[src/hw/hk_adc_pkg.sv]
// shared constants for the housekeeping converter sequencer
package hk_adc_pkg;
    // register indices; byte address is four times the index
    localparam logic [7:0] IDX_TEMPERATURE_RESULT    = 8'hD7;
    localparam logic [7:0] IDX_CONVERSION_START      = 8'hD8;
    localparam logic [7:0] IDX_BATTERY_RESULT        = 8'hDF;
    localparam logic [7:0] IDX_POWER_IRQ_ENABLE      = 8'hEC;
    localparam logic [7:0] IDX_SUPPLY_VOLTAGE_RESULT = 8'hEF;
    localparam logic [7:0] IDX_CHANGE_DELTA_CONFIG   = 8'hF3;
    localparam logic [7:0] IDX_POWER_IRQ_FLAGS       = 8'hF8;
    localparam logic [7:0] IDX_BACKGROUND_INTERVAL   = 8'hF9;
    localparam logic [7:0] IDX_LOW_BATTERY_THRESHOLD = 8'hFA;

    // channel numbers double as start-bit positions
    localparam int CH_BATTERY = 0;
    localparam int CH_TEMP    = 1;
    localparam int CH_SUPPLY  = 2;
    localparam int NUM_CH     = 3;

    // power_irq_flags / power_irq_enable bit positions
    localparam int LOW_BATTERY_BIT   = 2;
    localparam int SUPPLY_CHANGE_BIT = 3;

    // change_delta_config fields
    localparam int SUPPLY_DELTA_LSB = 0;
    localparam int TEMP_DELTA_LSB   = 3;
    localparam int DELTA_W          = 3;
    localparam logic [2:0] DELTA_OFF   = 3'h0;
    localparam logic [2:0] DELTA_EVERY = 3'h7;

    // background_interval fields, two bits per channel, code 0 is off
    localparam int BATTERY_INTERVAL_LSB = 0;
    localparam int TEMP_INTERVAL_LSB    = 2;
    localparam int SUPPLY_INTERVAL_LSB  = 4;
    localparam int INTERVAL_W           = 2;

    // reset values
    localparam logic [7:0] RST_RESULT    = 8'h00;
    localparam logic [7:0] RST_CONFIG    = 8'h00;
    localparam logic [7:0] RST_THRESHOLD = 8'h00;
    localparam logic [7:0] READ_ZERO     = 8'h00;

    // base tick of the background strobes
    localparam int CLK_MHZ         = 100;
    localparam int BASE_TICK_US    = 1000;
    localparam int BASE_TICK_CYCLES = BASE_TICK_US * CLK_MHZ;

    typedef enum logic [2:0] {
        full_power_mode     = 3'b001,
        battery_active_mode = 3'b010,
        sleep_mode          = 3'b100
    } power_mode_t;
endpackage

[src/hw/hk_adc_seq.sv]
// housekeeping converter sequencer with avalon-mm register slave
`timescale 1ns/1ps
// Notes on behaviour
// - full power: single and background temperature
// - battery active: temperature single only
// - sleep: temperature background only
// - temperature result loads only on its interrupt
// - temperature interrupt: single done or over-delta
// - battery result is eight bits, own register
// - battery start bit 0, done when result loaded
// - programmed battery interval repeats conversions
// - battery below threshold sets low-battery flag
// - low-battery flag gated by enable bit 2
// - battery: full both, active single, sleep none
// - single battery sets flag; result loads then
// - supply result is eight bits, own register
// - supply start bit 2, interrupt on result
// - supply background off until interval written
// - supply over-delta in background sets flag 3
// - supply change flag gated by enable bit 3
// - supply gated by mode like temperature
// - supply result loads only on its interrupt
// - start bit clears when converter accepts
// - delta codes: 0 off, 1-6 counts, 7 every
module hk_adc_seq
    import hk_adc_pkg::*;
#(
    parameter int TICK_CYCLES = BASE_TICK_CYCLES
) (
    input  wire logic              i_core_clk,
    input  wire logic              i_rstn,
    input  wire logic [7:0]        i_avs_address,
    input  wire logic              i_avs_read,
    input  wire logic              i_avs_write,
    input  wire logic [31:0]       i_avs_writedata,
    input  wire logic [3:0]        i_avs_byteenable,
    output logic      [31:0]       o_avs_readdata,
    output logic                   o_avs_waitrequest,
    input  wire logic [2:0]        i_power_mode,
    output logic      [NUM_CH-1:0] o_conv_req,
    input  wire logic [NUM_CH-1:0] i_conv_ack,
    input  wire logic [NUM_CH-1:0] i_conv_done,
    input  wire logic [7:0]        i_battery_data,
    input  wire logic [7:0]        i_temp_data,
    input  wire logic [7:0]        i_supply_data,
    output logic                   o_temp_irq,
    output logic                   o_supply_irq,
    output logic                   o_power_irq
);

    // registers
    logic [7:0]        temperature_result_r;
    logic [7:0]        battery_result_r;
    logic [7:0]        supply_voltage_result_r;
    logic [NUM_CH-1:0] start_r;
    logic [7:0]        power_irq_enable_r;
    logic [7:0]        change_delta_config_r;
    logic [7:0]        background_interval_r;
    logic [7:0]        low_battery_threshold_r;
    logic              low_battery_flag_r;
    logic              supply_change_flag_r;

    // channel sequencing
    logic [NUM_CH-1:0] busy_r;
    logic [NUM_CH-1:0] single_r;
    logic [NUM_CH-1:0] bg_pend_r;
    logic [7:0]        temp_ref_r;
    logic [7:0]        supply_ref_r;

    // bus
    logic              wait_r;
    logic [31:0]       rdata_r;
    logic              wr_go;
    logic              wr_lane0;

    // strobes
    logic [31:0]       tick_cnt_r;
    logic              tick_r;
    logic [4:0]        strobe_cnt_r [NUM_CH];
    logic [NUM_CH-1:0] strobe;
    logic [1:0]        interval_code [NUM_CH];

    // mode gating
    logic [NUM_CH-1:0] single_ok;
    logic [NUM_CH-1:0] bg_ok;
    logic              is_full;
    logic              is_active;
    logic              is_sleep;

    // completion decode
    logic              temp_pub;
    logic              supply_over;
    logic              supply_pub;
    logic              batt_flag_set;

    function automatic logic over_delta(input logic [7:0] new_v,
                                        input logic [7:0] ref_v,
                                        input logic [2:0] code);
        logic [7:0] diff;
        // magnitude first so a wrap never fakes a step
        diff = (new_v > ref_v) ? 8'(new_v - ref_v) : 8'(ref_v - new_v);
        if (code == DELTA_OFF) begin
            over_delta = 1'b0;
        end else if (code == DELTA_EVERY) begin
            over_delta = 1'b1;
        end else begin
            over_delta = diff > {5'h00, code};
        end
    endfunction

    // interval code n gives a period of 4^(n-1) base ticks
    function automatic logic [4:0] period_ticks(input logic [1:0] code);
        case (code)
            2'h1:    period_ticks = 5'h01;
            2'h2:    period_ticks = 5'h04;
            2'h3:    period_ticks = 5'h10;
            default: period_ticks = 5'h00;
        endcase
    endfunction

    assign is_full   = (i_power_mode == full_power_mode);
    assign is_active = (i_power_mode == battery_active_mode);
    assign is_sleep  = (i_power_mode == sleep_mode);
    // an illegal mode code blocks every start

    always_comb begin
        single_ok[CH_TEMP]    = is_full | is_active;
        bg_ok[CH_TEMP]        = is_full | is_sleep;
        single_ok[CH_BATTERY] = is_full | is_active;
        bg_ok[CH_BATTERY]     = is_full;
        single_ok[CH_SUPPLY]  = is_full | is_active;
        bg_ok[CH_SUPPLY]      = is_full | is_sleep;
    end

    assign interval_code[CH_BATTERY] = background_interval_r[BATTERY_INTERVAL_LSB +: INTERVAL_W];
    assign interval_code[CH_TEMP]    = background_interval_r[TEMP_INTERVAL_LSB +: INTERVAL_W];
    assign interval_code[CH_SUPPLY]  = background_interval_r[SUPPLY_INTERVAL_LSB +: INTERVAL_W];

    // ---------------- avalon-mm slave: one wait state per access
    // wait state lets read data come from a flip-flop
    assign wr_go    = i_avs_write & ~wait_r;
    assign wr_lane0 = wr_go & i_avs_byteenable[0];

    always_ff @(posedge i_core_clk) begin
        if (!i_rstn) begin
            wait_r <= 1'b1;
        end else if ((i_avs_read | i_avs_write) & wait_r) begin
            wait_r <= 1'b0;
        end else begin
            wait_r <= 1'b1;
        end
    end

    always_ff @(posedge i_core_clk) begin
        if (!i_rstn) begin
            rdata_r <= 32'h0000_0000;
        end else if (i_avs_read & wait_r) begin
            case (i_avs_address)
                IDX_TEMPERATURE_RESULT:    rdata_r <= {24'h00_0000, temperature_result_r};
                IDX_CONVERSION_START:      rdata_r <= {29'h0000_0000, start_r};
                IDX_BATTERY_RESULT:        rdata_r <= {24'h00_0000, battery_result_r};
                IDX_POWER_IRQ_ENABLE:      rdata_r <= {24'h00_0000, power_irq_enable_r};
                IDX_SUPPLY_VOLTAGE_RESULT: rdata_r <= {24'h00_0000, supply_voltage_result_r};
                IDX_CHANGE_DELTA_CONFIG:   rdata_r <= {24'h00_0000, change_delta_config_r};
                IDX_POWER_IRQ_FLAGS: begin
                    rdata_r <= 32'h0000_0000;
                    rdata_r[LOW_BATTERY_BIT]   <= low_battery_flag_r;
                    rdata_r[SUPPLY_CHANGE_BIT] <= supply_change_flag_r;
                end
                IDX_BACKGROUND_INTERVAL:   rdata_r <= {24'h00_0000, background_interval_r};
                IDX_LOW_BATTERY_THRESHOLD: rdata_r <= {24'h00_0000, low_battery_threshold_r};
                default:                   rdata_r <= {24'h00_0000, READ_ZERO};
            endcase
        end
    end

    assign o_avs_waitrequest = wait_r;
    assign o_avs_readdata    = rdata_r;

    // plain configuration registers
    always_ff @(posedge i_core_clk) begin
        if (!i_rstn) begin
            power_irq_enable_r      <= RST_CONFIG;
            change_delta_config_r   <= RST_CONFIG;
            background_interval_r   <= RST_CONFIG;
            low_battery_threshold_r <= RST_THRESHOLD;
        end else if (wr_lane0) begin
            case (i_avs_address)
                IDX_POWER_IRQ_ENABLE:      power_irq_enable_r      <= i_avs_writedata[7:0];
                IDX_CHANGE_DELTA_CONFIG:   change_delta_config_r   <= i_avs_writedata[7:0];
                IDX_BACKGROUND_INTERVAL:   background_interval_r   <= i_avs_writedata[7:0];
                IDX_LOW_BATTERY_THRESHOLD: low_battery_threshold_r <= i_avs_writedata[7:0];
                default: ;
            endcase
        end
    end

    // ---------------- background strobes
    // one divider keeps all strobes aligned
    always_ff @(posedge i_core_clk) begin
        if (!i_rstn) begin
            tick_cnt_r <= 32'h0000_0000;
            tick_r     <= 1'b0;
        end else if (tick_cnt_r == 32'(TICK_CYCLES - 1)) begin
            tick_cnt_r <= 32'h0000_0000;
            tick_r     <= 1'b1;
        end else begin
            tick_cnt_r <= tick_cnt_r + 32'h0000_0001;
            tick_r     <= 1'b0;
        end
    end

    // counters restart whenever their interval is off, so a fresh setting
    // counts its whole period in ticks of the free-running divider before its first conversion
    always_ff @(posedge i_core_clk) begin
        for (int c = 0; c < NUM_CH; c++) begin
            if (!i_rstn || interval_code[c] == 2'h0) begin
                strobe_cnt_r[c] <= 5'h00;
            end else if (tick_r) begin
                if (strobe_cnt_r[c] >= 5'(period_ticks(interval_code[c]) - 5'h01)) begin
                    strobe_cnt_r[c] <= 5'h00;
                end else begin
                    strobe_cnt_r[c] <= strobe_cnt_r[c] + 5'h01;
                end
            end
        end
    end

    always_comb begin
        for (int c = 0; c < NUM_CH; c++) begin
            strobe[c] = tick_r && interval_code[c] != 2'h0 &&
                        strobe_cnt_r[c] >= 5'(period_ticks(interval_code[c]) - 5'h01);
        end
    end

    // ---------------- start bits and converter handshake
    // a single-conversion ack beats a software set in the same cycle
    always_ff @(posedge i_core_clk) begin
        for (int c = 0; c < NUM_CH; c++) begin
            if (!i_rstn) begin
                start_r[c] <= 1'b0;
            end else if (o_conv_req[c] && i_conv_ack[c] && single_r[c]) begin
                start_r[c] <= 1'b0;
            end else if (wr_lane0 && i_avs_address == IDX_CONVERSION_START &&
                         i_avs_writedata[c]) begin
                start_r[c] <= 1'b1;
            end
        end
    end

    // a start bit waits while its mode forbids single conversions
    always_ff @(posedge i_core_clk) begin
        for (int c = 0; c < NUM_CH; c++) begin
            if (!i_rstn) begin
                o_conv_req[c] <= 1'b0;
                single_r[c]   <= 1'b0;
                busy_r[c]     <= 1'b0;
                bg_pend_r[c]  <= 1'b0;
            end else begin
                // interval off drops a waiting strobe
                if (interval_code[c] == 2'h0) begin
                    bg_pend_r[c] <= 1'b0;
                end else if (strobe[c] && bg_ok[c]) begin
                    bg_pend_r[c] <= 1'b1;
                end
                if (o_conv_req[c]) begin
                    if (i_conv_ack[c]) begin
                        o_conv_req[c] <= 1'b0;
                        busy_r[c]     <= 1'b1;
                    end
                end else if (busy_r[c]) begin
                    if (i_conv_done[c]) begin
                        busy_r[c] <= 1'b0;
                    end
                end else if (start_r[c] && single_ok[c]) begin
                    o_conv_req[c] <= 1'b1;
                    single_r[c]   <= 1'b1;
                end else if (bg_pend_r[c] && bg_ok[c]) begin
                    o_conv_req[c] <= 1'b1;
                    single_r[c]   <= 1'b0;
                    bg_pend_r[c]  <= strobe[c];
                end
            end
        end
    end

    // ---------------- result handling
    assign temp_pub = busy_r[CH_TEMP] && i_conv_done[CH_TEMP] &&
                      (single_r[CH_TEMP] ||
                       over_delta(i_temp_data, temp_ref_r,
                                  change_delta_config_r[TEMP_DELTA_LSB +: DELTA_W]));
    assign supply_over = busy_r[CH_SUPPLY] && i_conv_done[CH_SUPPLY] &&
                         !single_r[CH_SUPPLY] &&
                         over_delta(i_supply_data, supply_ref_r,
                                    change_delta_config_r[SUPPLY_DELTA_LSB +: DELTA_W]);
    assign supply_pub  = supply_over ||
                         (busy_r[CH_SUPPLY] && i_conv_done[CH_SUPPLY] && single_r[CH_SUPPLY]);
    // a single conversion publishes above threshold too
    assign batt_flag_set = busy_r[CH_BATTERY] && i_conv_done[CH_BATTERY] &&
                           (single_r[CH_BATTERY] ||
                            i_battery_data < low_battery_threshold_r);

    // reference follows each published value
    always_ff @(posedge i_core_clk) begin
        if (!i_rstn) begin
            temperature_result_r <= RST_RESULT;
            temp_ref_r           <= RST_RESULT;
            o_temp_irq           <= 1'b0;
        end else begin
            o_temp_irq <= temp_pub;
            if (temp_pub) begin
                temperature_result_r <= i_temp_data;
                temp_ref_r           <= i_temp_data;
            end
        end
    end

    always_ff @(posedge i_core_clk) begin
        if (!i_rstn) begin
            supply_voltage_result_r <= RST_RESULT;
            supply_ref_r            <= RST_RESULT;
            o_supply_irq            <= 1'b0;
        end else begin
            o_supply_irq <= supply_pub;
            if (supply_pub) begin
                supply_voltage_result_r <= i_supply_data;
                supply_ref_r            <= i_supply_data;
            end
        end
    end

    always_ff @(posedge i_core_clk) begin
        if (!i_rstn) begin
            battery_result_r <= RST_RESULT;
        end else if (batt_flag_set) begin
            battery_result_r <= i_battery_data;
        end
    end

    // flags clear by writing one; a set in the same cycle wins
    always_ff @(posedge i_core_clk) begin
        if (!i_rstn) begin
            low_battery_flag_r   <= 1'b0;
            supply_change_flag_r <= 1'b0;
        end else begin
            if (batt_flag_set) begin
                low_battery_flag_r <= 1'b1;
            end else if (wr_lane0 && i_avs_address == IDX_POWER_IRQ_FLAGS &&
                         i_avs_writedata[LOW_BATTERY_BIT]) begin
                low_battery_flag_r <= 1'b0;
            end
            if (supply_over) begin
                supply_change_flag_r <= 1'b1;
            end else if (wr_lane0 && i_avs_address == IDX_POWER_IRQ_FLAGS &&
                         i_avs_writedata[SUPPLY_CHANGE_BIT]) begin
                supply_change_flag_r <= 1'b0;
            end
        end
    end

    always_ff @(posedge i_core_clk) begin
        if (!i_rstn) begin
            o_power_irq <= 1'b0;
        end else begin
            o_power_irq <= (low_battery_flag_r & power_irq_enable_r[LOW_BATTERY_BIT]) |
                           (supply_change_flag_r & power_irq_enable_r[SUPPLY_CHANGE_BIT]);
        end
    end

endmodule

[config.mk]
export PLATFORM = sky130hd
export DESIGN_NAME = hk_adc_seq
export DESIGN_NICKNAME = d
export VERILOG_FILES = /design/src/hw/hk_adc_pkg.sv /design/src/hw/hk_adc_seq.sv
export SDC_FILE = /design/constraint.sdc
export NUM_CORES = 1
export LEC_CHECK = 0
export ABC_CLOCK_PERIOD_IN_PS = 5000
export BUFFER_PORTS_ARGS = -buffer_cell sky130_fd_sc_hd__buf_2
export CAP_MARGIN = 10
export CORE_MARGIN = 8
export CORE_UTILIZATION = 58
export DETAILED_ROUTE_END_ITERATION = 12
export PLACE_DENSITY = 0.87
export SYNTH_ARGS = -nofsm -noshare
export SYNTH_HDL_FRONTEND = slang
export SYNTH_SLANG_ARGS = --single-unit
[constraint.sdc]
create_clock -name i_core_clk -period 5 [get_ports i_core_clk]
set_input_delay 0.75 -clock i_core_clk [delete_from_list [all_inputs] [get_ports i_core_clk]]
set_output_delay 0.75 -clock i_core_clk [all_outputs]
set_load 0.03 [all_outputs]
Word level (Yosys, flattened, before mapping)
Memories as Yosys holds them, arrays and structs flattened.
Index checks and enable logic that the tools add are counted.
{"block": "totals", "output_inout_bits": 39, "n_memories": 1, "wordCells": 281, "in_bits": 81, "mem_bits_rw": 15, "regBits": 142}
{"name": "strobe_cnt_r", "depth": 3, "width": 5, "read_ports": 3, "rd_ports_with_merged_regs": 0, "wr": 3, "line_no": "hk_adc_seq.sv:79", "rtl": "logic [4:0] strobe_cnt_r [NUM_CH];"}
{"block": "op_classes", "bitwise": 24, "n_reduce_logical": 68, "n_mux": 109, "add_sub_neg": 14, "eq_ne": 27, "order_cmp": 11}
{"op": "$mux W1", "count": 91}
{"op": "$eq A8 B8 Y1 const B", "count": 9}
{"op": "$pmux W8 S9", "count": 1}
{"op": "$mux W5", "count": 12}
{"op": "$pmux W5 S3", "count": 3}
{"op": "$logic_and A1 B1 Y1", "count": 36}
{"op": "$add A32 B1 Y32 const B", "count": 1}
{"op": "$eq A32 B17 Y1 const B", "count": 1}
{"op": "$sub A8 B8 Y8", "count": 4}
{"op": "$ge A5 B5 Y1", "count": 6}
{"op": "$sub A5 B1 Y5 const B", "count": 6}
{"op": "$gt A8 B3 Y1", "count": 2}
{"op": "$gt A8 B8 Y1", "count": 2}
{"op": "$mux W8", "count": 2}
{"op": "$reduce_bool A2 Y1", "count": 8}
{"op": "$add A5 B1 Y5 const B", "count": 3}
{"op": "$eq A2 B2 Y1 const B", "count": 6}
{"op": "$or A1 B1 Y1", "count": 10}
{"op": "$eq A3 B3 Y1 const B", "count": 3}
{"op": "$reduce_and A3 Y1", "count": 3}
{"op": "$lt A8 B8 Y1", "count": 1}
{"op": "$not A1 Y1", "count": 8}
{"op": "$reduce_and A2 Y1", "count": 4}
{"op": "$reduce_or A2 Y1", "count": 4}
{"op": "9 further kinds", "count": 27}

Longest topological paths before layout
{"block": "depth", "word_depth": 12, "mapped_depth": 20, "ltp_nobuf": 19}

Worst setup path before layout
Ideal clock, no wire load.
{"block": "synth_timing", "path_kind": "input-to-reg", "start": "input port i_supply_data[0]", "end": "register supply_ref_r[0]", "arrival_ps": 4161, "path_slack_ps": 767, "setup_ps": 72, "cell_stages": 20, "required_time_ps": 4928, "n_path_buf": 1, "cell_sequence": "inv_1 -> ha_1 -> inv_1 -> fa_1 -> a21o_1 -> a21oi_1 -> nor2_1 -> o31ai_1 -> a21o_1 -> mux2_2 -> ha_1 -> nor2b_1 -> o21ai_0 -> a32oi_1 -> a31oi_1 -> nand4_1 -> nor4_1 -> o31a_1 -> buf_2 -> mux2i_1"}
{"block": "synth_between", "elab_chain_cells": 7, "elab_cells_between_ends": 9, "classes_between": "2 x add/sub; 2 x order compare; 3 x mux; 2 x reduce/logical"}
{"element": "start: declaration", "line_no": "hk_adc_seq.sv:45", "rtl": "input wire logic [7:0] i_supply_data,"}
{"element": "$sub A8 B8 Y8 / $gt A8 B8 Y1 (equally long branches)", "line_no": "hk_adc_seq.sv:101", "rtl": "diff = (new_v > ref_v) ? 8'(new_v - ref_v) : 8'(ref_v - new_v);"}
{"element": "$mux W8", "line_no": "hk_adc_seq.sv:101"}
{"element": "$gt A8 B3 Y1", "line_no": "hk_adc_seq.sv:107", "rtl": "over_delta = diff > {5'h00, code};"}
{"element": "$mux W1", "line_no": "hk_adc_seq.sv:104", "rtl": "end else if (code == DELTA_EVERY) begin"}
{"element": "$mux W1", "line_no": "hk_adc_seq.sv:102", "rtl": "if (code == DELTA_OFF) begin"}
{"element": "$logic_and A1 B1 Y1", "line_no": "hk_adc_seq.sv:293", "rtl": "!single_r[CH_SUPPLY] &&"}
{"element": "$logic_or A1 B1 Y1", "line_no": "hk_adc_seq.sv:296", "rtl": "assign supply_pub = supply_over ||"}
{"element": "end signal: assignment", "line_no": "hk_adc_seq.sv:327", "rtl": "supply_ref_r <= i_supply_data;"}
{"element": "end: declaration", "line_no": "hk_adc_seq.sv:68", "rtl": "logic [7:0] supply_ref_r;"}
Parallel ways exist; a longest one is shown, timed or not.
A chain may end at the register's enable or synchronous reset.

Worst setup path after layout
{"block": "layout_timing", "start": "input port i_supply_data[0]", "end": "register supply_ref_r[4]"}
{"block": "layout_between", "elab_chain_cells": 7, "elab_cells_between_ends": 9, "classes_between": "2 x add/sub; 2 x order compare; 3 x mux; 2 x reduce/logical"}
{"element": "$sub A8 B8 Y8 / $gt A8 B8 Y1 (equally long branches)", "line_no": "hk_adc_seq.sv:101"}
{"element": "$mux W8 *", "line_no": "hk_adc_seq.sv:101"}
{"element": "$gt A8 B3 Y1 *", "line_no": "hk_adc_seq.sv:107"}
{"element": "$mux W1 *", "line_no": "hk_adc_seq.sv:104"}
{"element": "$mux W1 *", "line_no": "hk_adc_seq.sv:102"}
{"element": "$logic_and A1 B1 Y1 *", "line_no": "hk_adc_seq.sv:293"}
{"element": "$logic_or A1 B1 Y1 *", "line_no": "hk_adc_seq.sv:296"}
Mark *: on every way between the ends. The rest lies on a longest branch, timed or not.

==> summary.md <==
| Metric | Value |
|---|---|
| Synthesized flop and latch total | `133` |
| CTS Root Cell | `clkbuf_16` |
| Setup TNS | `0 ns` |
| Worst r2r src | `supply_ref_r[0]$_SDFFE_PN0P_` |
| Initial Util | `0.592` |
| Nets@finish | `1192` |
| Worst reg2reg path depth | `19` |
| WL final | `21700 um` |
| Standard-cell row count | `between 40 and 50` |
| Height of the die | `between 100 and 150 um` |
| DP Area | `8630 um2` |
| Hold_sp | `o_avs_waitrequest$_SDFF_PN1_` |
| Count of different cell masters after synthesis | `66` |
| Final period util | `0.904` |
| Avg Synthesized Cell Area | `8.43 um2` |
| Final hold vios | `0` |
| Final Skew | `0.00749 ns` |
| Clk pin slew, worst setup/hold paths | `0.06 ns` |
| Yosys warnings | `0` |
| Clock buffer depth | `2` |
| Drt wl/cell | `17.6 um` |
| Iteration count of the initial detailed-routing pass | `7` |
| Share of Yosys cell area claimed by the top area cell type | `0.287` |
| Layout cells sized above 1 | `0.116` |
| Asr flop ratio synth | `0` |
| Startpoint Class | `input pin` |
| Setup Fix Bufs, Post-CTS | `0` |
| CTS Hold Bufs | `0` |
| Clk sinks | `around 130` |
| Max-slew headroom | `0.199` |
| 1st-iter DRT viols | `646` |
| Vias in the first global route | `7112` |
| Worst-Margin Slew | `between 1 and 1.5 ns` |
| First-pass GRT wire length | `34900 um` |
| End of the worst hold path | `o_avs_waitrequest$_SDFF_PN1_` |
| Worst vdd ir | `203 uV` |
| IO buf count | `68` |
| Worst Hold Class | `reg -> reg` |
| H-tree depth | `4` |
| Final setup fails | `0` |
| Sequential area share after synthesis | `0.342` |
| Power Density | `roughly 280 nW/um2` |
| Final HPWL DP | `15700 um` |
| Ranking of synthesized cells by area | `dfxtp_1 29%, ha_1 11%, mux2i_1 6.7%, edfxtp_1 5.5%, nor2_1 5.3%` |
| Commonest non-fill, non-tap cell in the layout | `dfxtp_1` |
| Hold Path Depth | `1` |
| Post-Syn Instances | `975` |
| Max frequency | `221 MHz` |
| Via count | `between 7k and 8k` |
| Worst setup EP type | `flop` |
| CP Max Fanout | `9` |
| Die Span X | `~140 um` |
| Pin count of the biggest net entering global routing | `48` |
| Final GP Congestion | `0.910` |
| # DRC | `0` |
| Top FF cell, synth | `dfxtp_1` |
| Outcome | `finished, final reports clean` |
| Vias per cell | `5.92` |
| Worst-Skew Late Latency | `~0.42 ns` |
| Initial antenna violation count | `1` |
| Number of synthesized flops with an enable pin | `15` |
| # IOs | `120` |
| Area delta synth->final | `12.3%` |
| Die Area | `18200 um2` |
| Antenna-violating nets left | `0` |
| Synth area leader | `dfxtp_1` |
| CTS-repair resized insts | `0` |
| Worst r2r dst | `supply_ref_r[4]$_SDFFE_PN0P_` |
| Kind of critical path | `in -> reg` |
| Final non-filler cell area | `9240 um2` |
| Most frequent cells in the layout | `118 x dfxtp_1, 117 x nor2_1, 86 x inv_1, 84 x nand2_1, 71 x ha_1` |
| RSZ-0062 raised after global routing | `false` |
| Maximum Capacitance Violations | `0` |
| WP data arrival | `4.87 ns` |
| Final-report max-slew violation count | `0` |
| Core Region | `13900 um2` |
| All-Layer GR Usage | `0.237` |
| WP data required | `5.35 ns` |
| CTS buffer count | `17` |
| CTS tree | `done` |
| FF-to-FF setup slack | `0.50 ns` |
| Min cycle time layout | `4.52 ns` |
| Post-synthesis cell area | `approximately 8000 um2` |
| Gr ovfl total | `0` |
| Leak Pwr | `0.00390 uW` |
[logic make-up after synthesis]
family	after synthesis	share of synthesized area
other	1	0.000456
AND/OR/NAND/NOR	348	0.201
XOR/XNOR	45	0.0479
flip-flops	133	0.342
multiplexers	57	0.0697
buffers and inverters	141	0.0776
adder cells (fa/ha/maj)	75	0.118
AO/OA/AOI/OAI	175	0.143
[per-layer routing]
| layer | wire length [um] | vias to the layer above | global-route usage |
|---|---|---|---|
| li1 | - | 3504 | - |
| met1 | 8780 | 3386 | 0.274 |
| met2 | 10200 | 326 | 0.396 |
| met3 | 1840 | 75 | 0.0676 |
| met4 | 775 | 2 | 0.113 |
| met5 | 10 | - | 0 |
[power breakdown]
group          switching (uW)  internal (uW)  total (uW)
sequential               2.69           1080        1080
combinational             145           73.1         218
clock                     498            786        1280
total                     645           1940        2580
[critical path, cell delays in order]
cell     delay [ns]
buf_2          0.12
inv_1          0.05
ha_1           0.17
inv_1          0.06
fa_1           0.43
a21o_1         0.19
a21oi_1        0.18
nor2_1         0.07
o31ai_1        0.23
a21o_1         0.22
mux2_2         0.35
ha_1           0.29
nor2b_1        0.13
o21ai_0        0.19
a32oi_1        0.11
a31oi_1        0.23
nand4_1        0.13
nor4_1         0.38
o31a_1         0.24
buf_12         0.15
mux2i_1        0.18
[flip-flops by register name, indices dropped and copies added (netlist names), 3 cells and up]
name / cells
busy_r: 3
battery_result_r: 8
strobe_cnt_r: 15
supply_ref_r: 8
change_delta_config_r: 8
start_r: 3
bg_pend_r: 3
single_r: 3
power_irq_enable_r: 8
low_battery_threshold_r: 8
tick_cnt_r: 32
temp_ref_r: 8
o_conv_req: 3
o_avs_readdata: 8
background_interval_r: 8
[worst max-delay path by stage]
stage                                       from                           end  slack [ns]  depth (start not counted)
detailed placement              i_supply_data[0]  supply_ref_r[4]$_SDFFE_PN0P_        0.18                         21
CTS                             i_supply_data[0]  supply_ref_r[4]$_SDFFE_PN0P_        0.53                         21
floorplan                       i_supply_data[0]  supply_ref_r[0]$_SDFFE_PN0P_        0.77                         20
finish                          i_supply_data[0]  supply_ref_r[4]$_SDFFE_PN0P_        0.48                         21
global placement                i_supply_data[0]  supply_ref_r[0]$_SDFFE_PN0P_        0.29                         21
global route        supply_ref_r[0]$_SDFFE_PN0P_  supply_ref_r[2]$_SDFFE_PN0P_        0.18                         19
[through the flow]
step	util	hold WS, ns	std cells	power [uW]	worst slack [ns]
2_1_floorplan	-	0.430	998	1260	0.767
3_3_place_gp	0.622	0.442	1197	1310	0.292
3_5_place_dp	0.622	0.444	1197	1320	0.175
4_1_cts	0.665	0.458	1229	2580	0.528
5_1_grt	0.665	0.484	1229	2660	0.184
6_report	0.665	0.457	1231	2580	0.482
[cell usage after synthesis, types with 11 or more instances]
master / count
inv_1: 86
a22oi_1: 14
mux2i_1: 55
nand2_1: 84
clkbuf_1: 23
nand3_1: 51
nand4_1: 15
nand2b_1: 13
ha_1: 71
nor3_1: 11
xnor2_1: 18
buf_4: 24
xor2_1: 27
edfxtp_1: 15
a21oi_1: 50
dfxtp_1: 118
nor2_1: 117
a222oi_1: 13
o21ai_0: 28
[final cells by class]
cell class	instances	area [um2]
Inverter	87	327
Multi-Input combinational cell	724	4870
Clock buffer	17	425
Timing Repair Buffer	73	390
Clock inverter	15	178
Tap cell	180	225
Antenna cell	2	5.00
Sequential cell	133	2810
Fill cell	1096	4650
(Power assumes the default switching activity.)
